==> config.mk <==
export PLATFORM = sky130hd
export DESIGN_NAME = dpc_port_ctrl
export DESIGN_NICKNAME = d
export VERILOG_FILES = /design/src/hdl/dpc_pkg.sv /design/src/hdl/dpc_busy_sync.sv /design/src/hdl/dpc_port_ctrl.sv
export SDC_FILE = /design/constraint.sdc
export NUM_CORES = 1
export LEC_CHECK = 0
export ABC_AREA = 0
export CELL_PAD_IN_SITES_DETAIL_PLACEMENT = 1
export CELL_PAD_IN_SITES_GLOBAL_PLACEMENT = 1
export CORE_ASPECT_RATIO = 0.75
export CORE_MARGIN = 2
export CORE_UTILIZATION = 49
export CTS_BUF_LIST = sky130_fd_sc_hd__clkbuf_16
export CTS_CLUSTER_SIZE = 8
export DETAILED_ROUTE_END_ITERATION = 6
export DONT_BUFFER_PORTS = 1
export PLACE_DENSITY = 0.9
export SYNTH_ARGS = -nofsm -noshare
export SYNTH_HDL_FRONTEND = slang
export SYNTH_SLANG_ARGS = --single-unit
==> constraint.sdc <==
create_clock -name ref_clk -period 3.12 [get_ports ref_clk]
set_input_delay 0.312 -clock ref_clk [delete_from_list [all_inputs] [get_ports ref_clk]]
set_output_delay 0.312 -clock ref_clk [all_outputs]
set_load 0.01 [all_outputs]
==> src/hdl/dpc_pkg.sv <==
// Package for the dual-port RAM host-side port controller.
// Assumes a 25 MHz ref_clk; times are converted to whole clock cycles.
package dpc_pkg;
    // Clock period in ps
    localparam int CLK_PERIOD_PS = 40000;
    // Array geometry
    localparam int ADDR_W = 11;
    localparam int DATA_W = 16;
    // Master arbitration time (busy access from address), ns, maximum
    localparam int ARB_TIME_NS = 45;
    // Write hold after busy released, ns, minimum
    localparam int WR_HOLD_NS = 30;
    // Write pulse width, ns, minimum
    localparam int WR_PULSE_NS = 50;
    // Busy disable to valid data, ns, maximum wait before sampling
    localparam int BUSY_DATA_NS = 40;
    // Read access time, ns
    localparam int RD_ACCESS_NS = 90;
    // Least times round up, none under one cycle
    localparam int ARB_CYC =
        (ARB_TIME_NS * 1000 + CLK_PERIOD_PS - 1) / CLK_PERIOD_PS;
    localparam int HOLD_CYC =
        (WR_HOLD_NS * 1000 + CLK_PERIOD_PS - 1) / CLK_PERIOD_PS;
    localparam int PULSE_CYC =
        (WR_PULSE_NS * 1000 + CLK_PERIOD_PS - 1) / CLK_PERIOD_PS;
    localparam int BDD_CYC =
        (BUSY_DATA_NS * 1000 + CLK_PERIOD_PS - 1) / CLK_PERIOD_PS;
    localparam int RD_CYC =
        (RD_ACCESS_NS * 1000 + CLK_PERIOD_PS - 1) / CLK_PERIOD_PS;
    localparam int CNT_W = 4;
    // Port sequencer states
    typedef enum logic [2:0] {
        DPC_IDLE,
        DPC_SETUP,
        DPC_ARB,
        DPC_PULSE,
        DPC_HOLD,
        DPC_READ,
        DPC_DONE
    } dpc_state_e;
endpackage

==> src/hdl/dpc_busy_sync.sv <==
// Busy flag conditioner: two-flop sampling of both active-low busy lines.
// Assumes the busy lines arrive already resolved from open-drain wires.
`timescale 1ns/100ps
module dpc_busy_sync
(
    input  wire logic ref_clk,
    input  wire logic reset_n,
    input  wire logic left_flag_n,
    input  wire logic right_flag_n,
    output logic      left_busy,
    output logic      right_busy
);
    logic [1:0] l_r, l_nxt;
    logic [1:0] r_r, r_nxt;

    // Shift sampled levels; only the second stage is looked at
    always_comb
    begin
        l_nxt = {l_r[0], ~left_flag_n};
        r_nxt = {r_r[0], ~right_flag_n};
    end

    // Register stage, idle means not busy
    always_ff @(posedge ref_clk)
    begin
        if (!reset_n)
        begin
            l_r <= 2'h0;
            r_r <= 2'h0;
        end
        else
        begin
            l_r <= l_nxt;
            r_r <= r_nxt;
        end
    end

    assign left_busy  = l_r[1];
    assign right_busy = r_r[1];
endmodule

==> src/hdl/dpc_port_ctrl.sv <==
// Host-side controller for one port pair of a master/slave dual-port
// SRAM array. Drives the left and right port pins, defers slave writes
// past arbitration and stretches the strobe past busy release.
// Assumes the RAM is asynchronous and the busy wires have pull-ups.
//
// Overview of operation
// - Both slave busy inputs high: normal
// - Busy held low blocks every write
// - One master arbitrates; slaves only inhibit
// - Delay slave write past master arbitration
// - Hold write pulse after busy release
// - ORed busy flags may flag collision
// - Select or strobe high on address change
`timescale 1ns/100ps
module dpc_port_ctrl
#(
    parameter int ADDR_W = dpc_pkg::ADDR_W,
    parameter int DATA_W = dpc_pkg::DATA_W
)
(
    input  wire logic              ref_clk,
    input  wire logic              reset_n,
    // User request, one per side; index 0 left, 1 right
    input  wire logic [1:0]        req_valid,
    input  wire logic [1:0]        req_write,
    input  wire logic [3:0]        req_byte_en,
    input  wire logic [2*ADDR_W-1:0] req_addr,
    input  wire logic [2*DATA_W-1:0] req_wdata,
    output logic [1:0]             req_ready,
    output logic [1:0]             rsp_valid,
    output logic [2*DATA_W-1:0]    rsp_rdata,
    output logic                   contention_irq,
    // RAM pins
    output logic                   left_port_select_n,
    output logic                   right_port_select_n,
    output logic [1:0]             out_enable_n,
    output logic [1:0]             low_byte_write_n,
    output logic [1:0]             high_byte_write_n,
    output logic [2*ADDR_W-1:0]    ram_addr,
    output logic [2*DATA_W-1:0]    ram_dq_o,
    output logic [1:0]             ram_dq_oe,
    input  wire logic [2*DATA_W-1:0] ram_dq_i,
    input  wire logic              left_contention_flag_n,
    input  wire logic              right_contention_flag_n
);
    logic [1:0] busy;
    logic [1:0] sel_n_r;

    // Busy lines come from the master only; slaves share them
    // Released lines read high, so writes run normally
    dpc_busy_sync u_busy
    (
        .ref_clk      (ref_clk),
        .reset_n      (reset_n),
        .left_flag_n  (left_contention_flag_n),
        .right_flag_n (right_contention_flag_n),
        .left_busy    (busy[0]),
        .right_busy   (busy[1])
    );

    assign left_port_select_n  = sel_n_r[0];
    assign right_port_select_n = sel_n_r[1];

    // Collision flag: OR of both busy lines, registered
    logic irq_r, irq_nxt;
    always_comb
    begin
        irq_nxt = busy[0] | busy[1];
    end
    always_ff @(posedge ref_clk)
    begin
        if (!reset_n)
            irq_r <= 1'b0;
        else
            irq_r <= irq_nxt;
    end
    assign contention_irq = irq_r;

    genvar g;
    generate
        for (g = 0; g < 2; g++)
        begin : g_side
            dpc_pkg::dpc_state_e st_r, st_nxt;
            logic [dpc_pkg::CNT_W-1:0] cnt_r, cnt_nxt;
            logic [ADDR_W-1:0] a_r, a_nxt;
            logic [DATA_W-1:0] wd_r, wd_nxt, rd_r, rd_nxt;
            logic [1:0] be_r, be_nxt;
            logic wr_r, wr_nxt;
            logic seln_r, seln_nxt, oen_r, oen_nxt;
            logic lbn_r, lbn_nxt, hbn_r, hbn_nxt, oe_r, oe_nxt;
            logic rdy_r, rdy_nxt, vld_r, vld_nxt;

            // Sequencer: address set with strobes high, then select,
            // then deferred strobe, held until busy clears plus hold
            always_comb
            begin
                st_nxt   = st_r;
                cnt_nxt  = cnt_r;
                a_nxt    = a_r;
                wd_nxt   = wd_r;
                rd_nxt   = rd_r;
                be_nxt   = be_r;
                wr_nxt   = wr_r;
                seln_nxt = seln_r;
                oen_nxt  = oen_r;
                lbn_nxt  = lbn_r;
                hbn_nxt  = hbn_r;
                oe_nxt   = oe_r;
                rdy_nxt  = rdy_r;
                vld_nxt  = 1'b0;
                case (st_r)
                    dpc_pkg::DPC_IDLE:
                    begin
                        if (req_valid[g] && rdy_r)
                        begin
                            // Address only moves while deselected
                            a_nxt   = req_addr[g*ADDR_W +: ADDR_W];
                            wd_nxt  = req_wdata[g*DATA_W +: DATA_W];
                            be_nxt  = req_byte_en[2*g +: 2];
                            wr_nxt  = req_write[g];
                            rdy_nxt = 1'b0;
                            st_nxt  = dpc_pkg::DPC_SETUP;
                        end
                    end
                    dpc_pkg::DPC_SETUP:
                    begin
                        seln_nxt = 1'b0;
                        cnt_nxt  = dpc_pkg::CNT_W'(dpc_pkg::ARB_CYC);
                        st_nxt   = dpc_pkg::DPC_ARB;
                        if (!wr_r)
                            oen_nxt = 1'b0;
                        else
                            oe_nxt = 1'b1;
                    end
                    dpc_pkg::DPC_ARB:
                    begin
                        // Wait out master arbitration before strobing
                        if (cnt_r != '0)
                            cnt_nxt = cnt_r - 1'b1;
                        else if (wr_r)
                        begin
                            lbn_nxt = ~be_r[0];
                            hbn_nxt = ~be_r[1];
                            cnt_nxt = dpc_pkg::CNT_W'(dpc_pkg::PULSE_CYC);
                            st_nxt  = dpc_pkg::DPC_PULSE;
                        end
                        else
                        begin
                            cnt_nxt = dpc_pkg::CNT_W'(dpc_pkg::RD_CYC);
                            st_nxt  = dpc_pkg::DPC_READ;
                        end
                    end
                    dpc_pkg::DPC_PULSE:
                    begin
                        // Busy keeps the strobe low, device blocks it
                        // A flag tied low stalls the port for good
                        if (busy[g])
                            cnt_nxt = dpc_pkg::CNT_W'(dpc_pkg::HOLD_CYC);
                        else if (cnt_r != '0)
                            cnt_nxt = cnt_r - 1'b1;
                        else
                        begin
                            cnt_nxt = dpc_pkg::CNT_W'(dpc_pkg::HOLD_CYC);
                            st_nxt  = dpc_pkg::DPC_HOLD;
                        end
                    end
                    dpc_pkg::DPC_HOLD:
                    begin
                        // Strobe stays past busy release
                        if (busy[g])
                            st_nxt = dpc_pkg::DPC_PULSE;
                        else if (cnt_r != '0)
                            cnt_nxt = cnt_r - 1'b1;
                        else
                        begin
                            // Strobes rise first, ending the write
                            lbn_nxt = 1'b1;
                            hbn_nxt = 1'b1;
                            oe_nxt  = 1'b0;
                            st_nxt  = dpc_pkg::DPC_DONE;
                        end
                    end
                    dpc_pkg::DPC_READ:
                    begin
                        // Data is unsure while busy; restart wait
                        if (busy[g])
                            cnt_nxt = dpc_pkg::CNT_W'(dpc_pkg::BDD_CYC);
                        else if (cnt_r != '0)
                            cnt_nxt = cnt_r - 1'b1;
                        else
                        begin
                            rd_nxt  = ram_dq_i[g*DATA_W +: DATA_W];
                            vld_nxt = 1'b1;
                            st_nxt  = dpc_pkg::DPC_DONE;
                        end
                    end
                    dpc_pkg::DPC_DONE:
                    begin
                        // Deselect: port floats and idles
                        seln_nxt = 1'b1;
                        oen_nxt  = 1'b1;
                        vld_nxt  = wr_r;
                        rdy_nxt  = 1'b1;
                        st_nxt   = dpc_pkg::DPC_IDLE;
                    end
                    default:
                        st_nxt = dpc_pkg::DPC_IDLE;
                endcase
            end

            always_ff @(posedge ref_clk)
            begin
                if (!reset_n)
                begin
                    st_r   <= dpc_pkg::DPC_IDLE;
                    cnt_r  <= '0;
                    a_r    <= '0;
                    wd_r   <= '0;
                    rd_r   <= '0;
                    be_r   <= 2'h0;
                    wr_r   <= 1'b0;
                    seln_r <= 1'b1;
                    oen_r  <= 1'b1;
                    lbn_r  <= 1'b1;
                    hbn_r  <= 1'b1;
                    oe_r   <= 1'b0;
                    rdy_r  <= 1'b1;
                    vld_r  <= 1'b0;
                end
                else
                begin
                    st_r   <= st_nxt;
                    cnt_r  <= cnt_nxt;
                    a_r    <= a_nxt;
                    wd_r   <= wd_nxt;
                    rd_r   <= rd_nxt;
                    be_r   <= be_nxt;
                    wr_r   <= wr_nxt;
                    seln_r <= seln_nxt;
                    oen_r  <= oen_nxt;
                    lbn_r  <= lbn_nxt;
                    hbn_r  <= hbn_nxt;
                    oe_r   <= oe_nxt;
                    rdy_r  <= rdy_nxt;
                    vld_r  <= vld_nxt;
                end
            end

            assign sel_n_r[g]                   = seln_r;
            assign out_enable_n[g]              = oen_r;
            assign low_byte_write_n[g]          = lbn_r;
            assign high_byte_write_n[g]         = hbn_r;
            assign ram_addr[g*ADDR_W +: ADDR_W] = a_r;
            assign ram_dq_o[g*DATA_W +: DATA_W] = wd_r;
            assign ram_dq_oe[g]                 = oe_r;
            assign rsp_rdata[g*DATA_W +: DATA_W] = rd_r;
            assign req_ready[g]                 = rdy_r;
            assign rsp_valid[g]                 = vld_r;
        end
    endgenerate
endmodule

==> results_dict.tcl <==
set metrics [dict create \
    ctsResizeCount 0 \
    synthAdderAreaFrac_pct 1.179 \
    post-route-period-util_pct 75.11 \
    synth_area_sq_um 5306 \
    layout-drive-gt1-share_pct 8.374 \
    finalSetupViolations 0 \
    hold_depth 1 \
    startpoint "g_side[0].st_r[2]" \
    cts_buffer_depth 2 \
    fin_crit_ns 2.343 \
    synth-compound-area-share_pct 16.81 \
    synth_cell_types 68 \
    core_area_sq_um 10410 \
    slew_viol_final 0 \
    crit_fanout 20 \
    yosys.area_share.xor_xnor_pct 0.1651 \
    clock_latency_ns 0.42 \
    port-buffer-count 0 \
    avgRoutedWirePerCell_microns 19.86 \
    gp_congestion 0.8828 \
    cp_num_cells 4 \
    start_kind "flop" \
    synth_flop_cell "dfxtp_1" \
    die_area_sq_um 11690 \
    worstPathRequired_ns 3.42 \
    cpPeakStageDelay_ns 0.83 \
    final_cells 745 \
    worstPathArrival_ns 2.64 \
    antenna_found_initial 0 \
    vias_per_cell 5.879 \
    pwr_density_cell_nw_per_um2 798.5 \
    syn-num-nets 727 \
    grt_pass1_vias 4535 \
    finalClockSkew_ns 0.01359 \
    syn_to_final_growth_pct 10.09 \
    p_leak_nw 2.259 \
    grt_pass1_wl_microns 22910 \
    worstSetupPathType "flop to flop" \
    grt_max_degree 42 \
    rsz0062_at_grt "false" \
    antenna_left 0 \
    final_cell_mix "140 x nand2_1, 125 x dfxtp_1, 80 x a21oi_1, 44 x nor2_1, 37 x mux2i_1" \
    final_common_cell "nand2_1" \
    drc 0 \
    cts_sinks 125 \
    async_flop_share_pct 0 \
    overflow 0 \
    crit_family "simple AND/OR/NAND/NOR gates" \
    totalWireLength_microns 14800 \
    hold_viol 0 \
    synth.largest_area_cell "dfxtp_1" \
    path_cells "and2b_1 > and3_1 > mux2i_1 > nor2_1" \
    cts_tree "built" \
    tightest_slew_ns 1.006 \
    r2r-start "g_side[0].st_r[2]" \
    crit_buf_inv 0 \
    clock.fmax_mhz 426.7 \
    slew_headroom_pct 32.96 \
    final_util_pct 56.12 \
    ir_drop_v 0.0004503 \
    min_path_type "primary input to flop" \
    diodes 0 \
    muxShareOfSynthArea_pct 6.979 \
    placedCellCount 710 \
    tns_ns 0 \
    worstRegToRegCells 4 \
    synthCells 624 \
    cp_slowest_cell "and3_1" \
    die_height_microns 94.12 \
    avgSynthCellArea_sq_um 8.504 \
    synth_seq_area_share_pct 47.16 \
    maxCapViolCount 0 \
    nNetsFinal 699 \
    io_pins 199 \
    drt_iter0_markers 214 \
    root_buffer "clkbuf_16" \
    hold_start "reset_n" \
    synthSimpleGateAreaFrac_pct 20.87 \
    numCtsBuffers 17 \
    start_util_pct 50.97 \
    num_vias 4380 \
    placed_area_sq_um 5219 \
    cts.clk_slew.worst_paths_ns 0.06 \
    rows 32 \
    synth_top_area_share_pct 47.16 \
    first_pass_iters 4 \
    synth_edf_count 0 \
    synth_top_family_by_area "simple AND/OR/NAND/NOR gates" \
    htree_num_levels 4 \
    ys_ff_latch 125 \
    status "complete, no violations" \
    hpwl_microns 9991 \
    crit_path_end_kind "flop" \
    die_width_microns 124.2 \
    grt_use_total_pct 25.26 \
    design_area_sq_um 5842 \
    ys_warn_count 0 \
    synth.area.top_cells "dfxtp_1 47%, nand2_1 9.9%, a21oi_1 7.5%" \
]
-- layer usage --
metal  global-route usage, %  share of wire, %  vias up  wire, microns
met5                       0                 0        -              0
li1                        -                 -     2079              -
met1                   29.50                42     2123           6161
met3                   9.223               7.2       24           1062
met2                   42.67                50      154           7359
met4                   8.521               1.4        0            211
-- report_power, final --
part	switching [mW]	internal (mW)	total, mW
sequential	0.235	1.74	1.98
combinational	0.436	0.273	0.709
clock	0.840	1.14	1.98
total	1.51	3.15	4.66
-- path summary, 6_finish.rpt --
kind	to	slack (ns)
worst max-delay path	g_side[0].rd_r[15]	0.78
worst min register to register	u_busy.l_r[1]	0.44
worst max register to register	g_side[0].rd_r[15]	0.78
worst min-delay path	u_busy.l_r[1]	0.02
-- flip-flops by register name, summed over array words and instances, names as in the netlist --
signal and cells:
g_side.oe_r 2, g_side.vld_r 2, u_busy.l_r 2, g_side.oen_r 2, g_side.lbn_r 2, u_busy.r_r 2
contention_irq 1, g_side.rd_r 32, g_side.cnt_r 8, g_side.st_r 6, g_side.be_r 4, right_port_select_n 1
g_side.rdy_r 2, left_port_select_n 1, g_side.wr_r 2, g_side.hbn_r 2, g_side.a_r 22, g_side.wd_r 32
-- synth_stat cells (all sizes together) (3+ instances only) --
cell type / n
buf: 37
and2: 5
o21ai: 17
nand2b: 6
nand2: 140
or3: 3
dfxtp: 125
o31ai: 3
a2111oi: 3
inv: 13
o2111ai: 4
nor2b: 10
nand3b: 4
nand3: 4
a31oi: 3
nor3b: 3
a211oi: 3
nor2: 44
o22ai: 5
nor3: 4
or3b: 5
mux2i: 37
ha: 5
a21oi: 80
clkbuf: 19
-- worst reg2reg max path, delay by kind of cell, from the launching register on --
kind,cells,cell delay [ns]
flip-flops,1,0.70
AND/OR/NAND/NOR,3,1.20
multiplexers,1,0.33
-- cell families (layout without fill, tap and decap cells) --
| family | Yosys count | count (layout) |
|---|---|---|
| flops | 125 | 125 |
| xor+xnor | 1 | 1 |
| simple gates | 242 | 242 |
| compound gates | 144 | 144 |
| fa+ha+maj | 5 | 5 |
| buf+inv | 70 | 55 |
| mux | 37 | 37 |
-- cell type report --
class	instances	area, sq um
inverter	14	53.80
clock inverter	15	167.7
fill	1216	4568
timing repair buffer	9	75.07
sequential	125	2502
tap	136	170.2
multi-input combinational	429	2447
clock buffer	17	425.4
-- what timing repair did --
item | 4_1_cts | 5_1_grt
hold buffers | 3 | 0
setup buffers | 0 | 0
endpoints found under the hold margin | 12 | 0
-- metrics by stage --
step           setup slack, ns  hold slack, ns  power (mW)
4_1_cts                 0.7724        0.009754       4.696
3_5_place_dp            0.8029          0.3813       2.691
6_report                0.7767         0.02429       4.665
2_1_floorplan            1.390          0.3844       2.538
3_3_place_gp            0.9865          0.3780       2.642
5_1_grt                 0.6053         0.01140       4.878
Power figures use the tool's default switching activity.
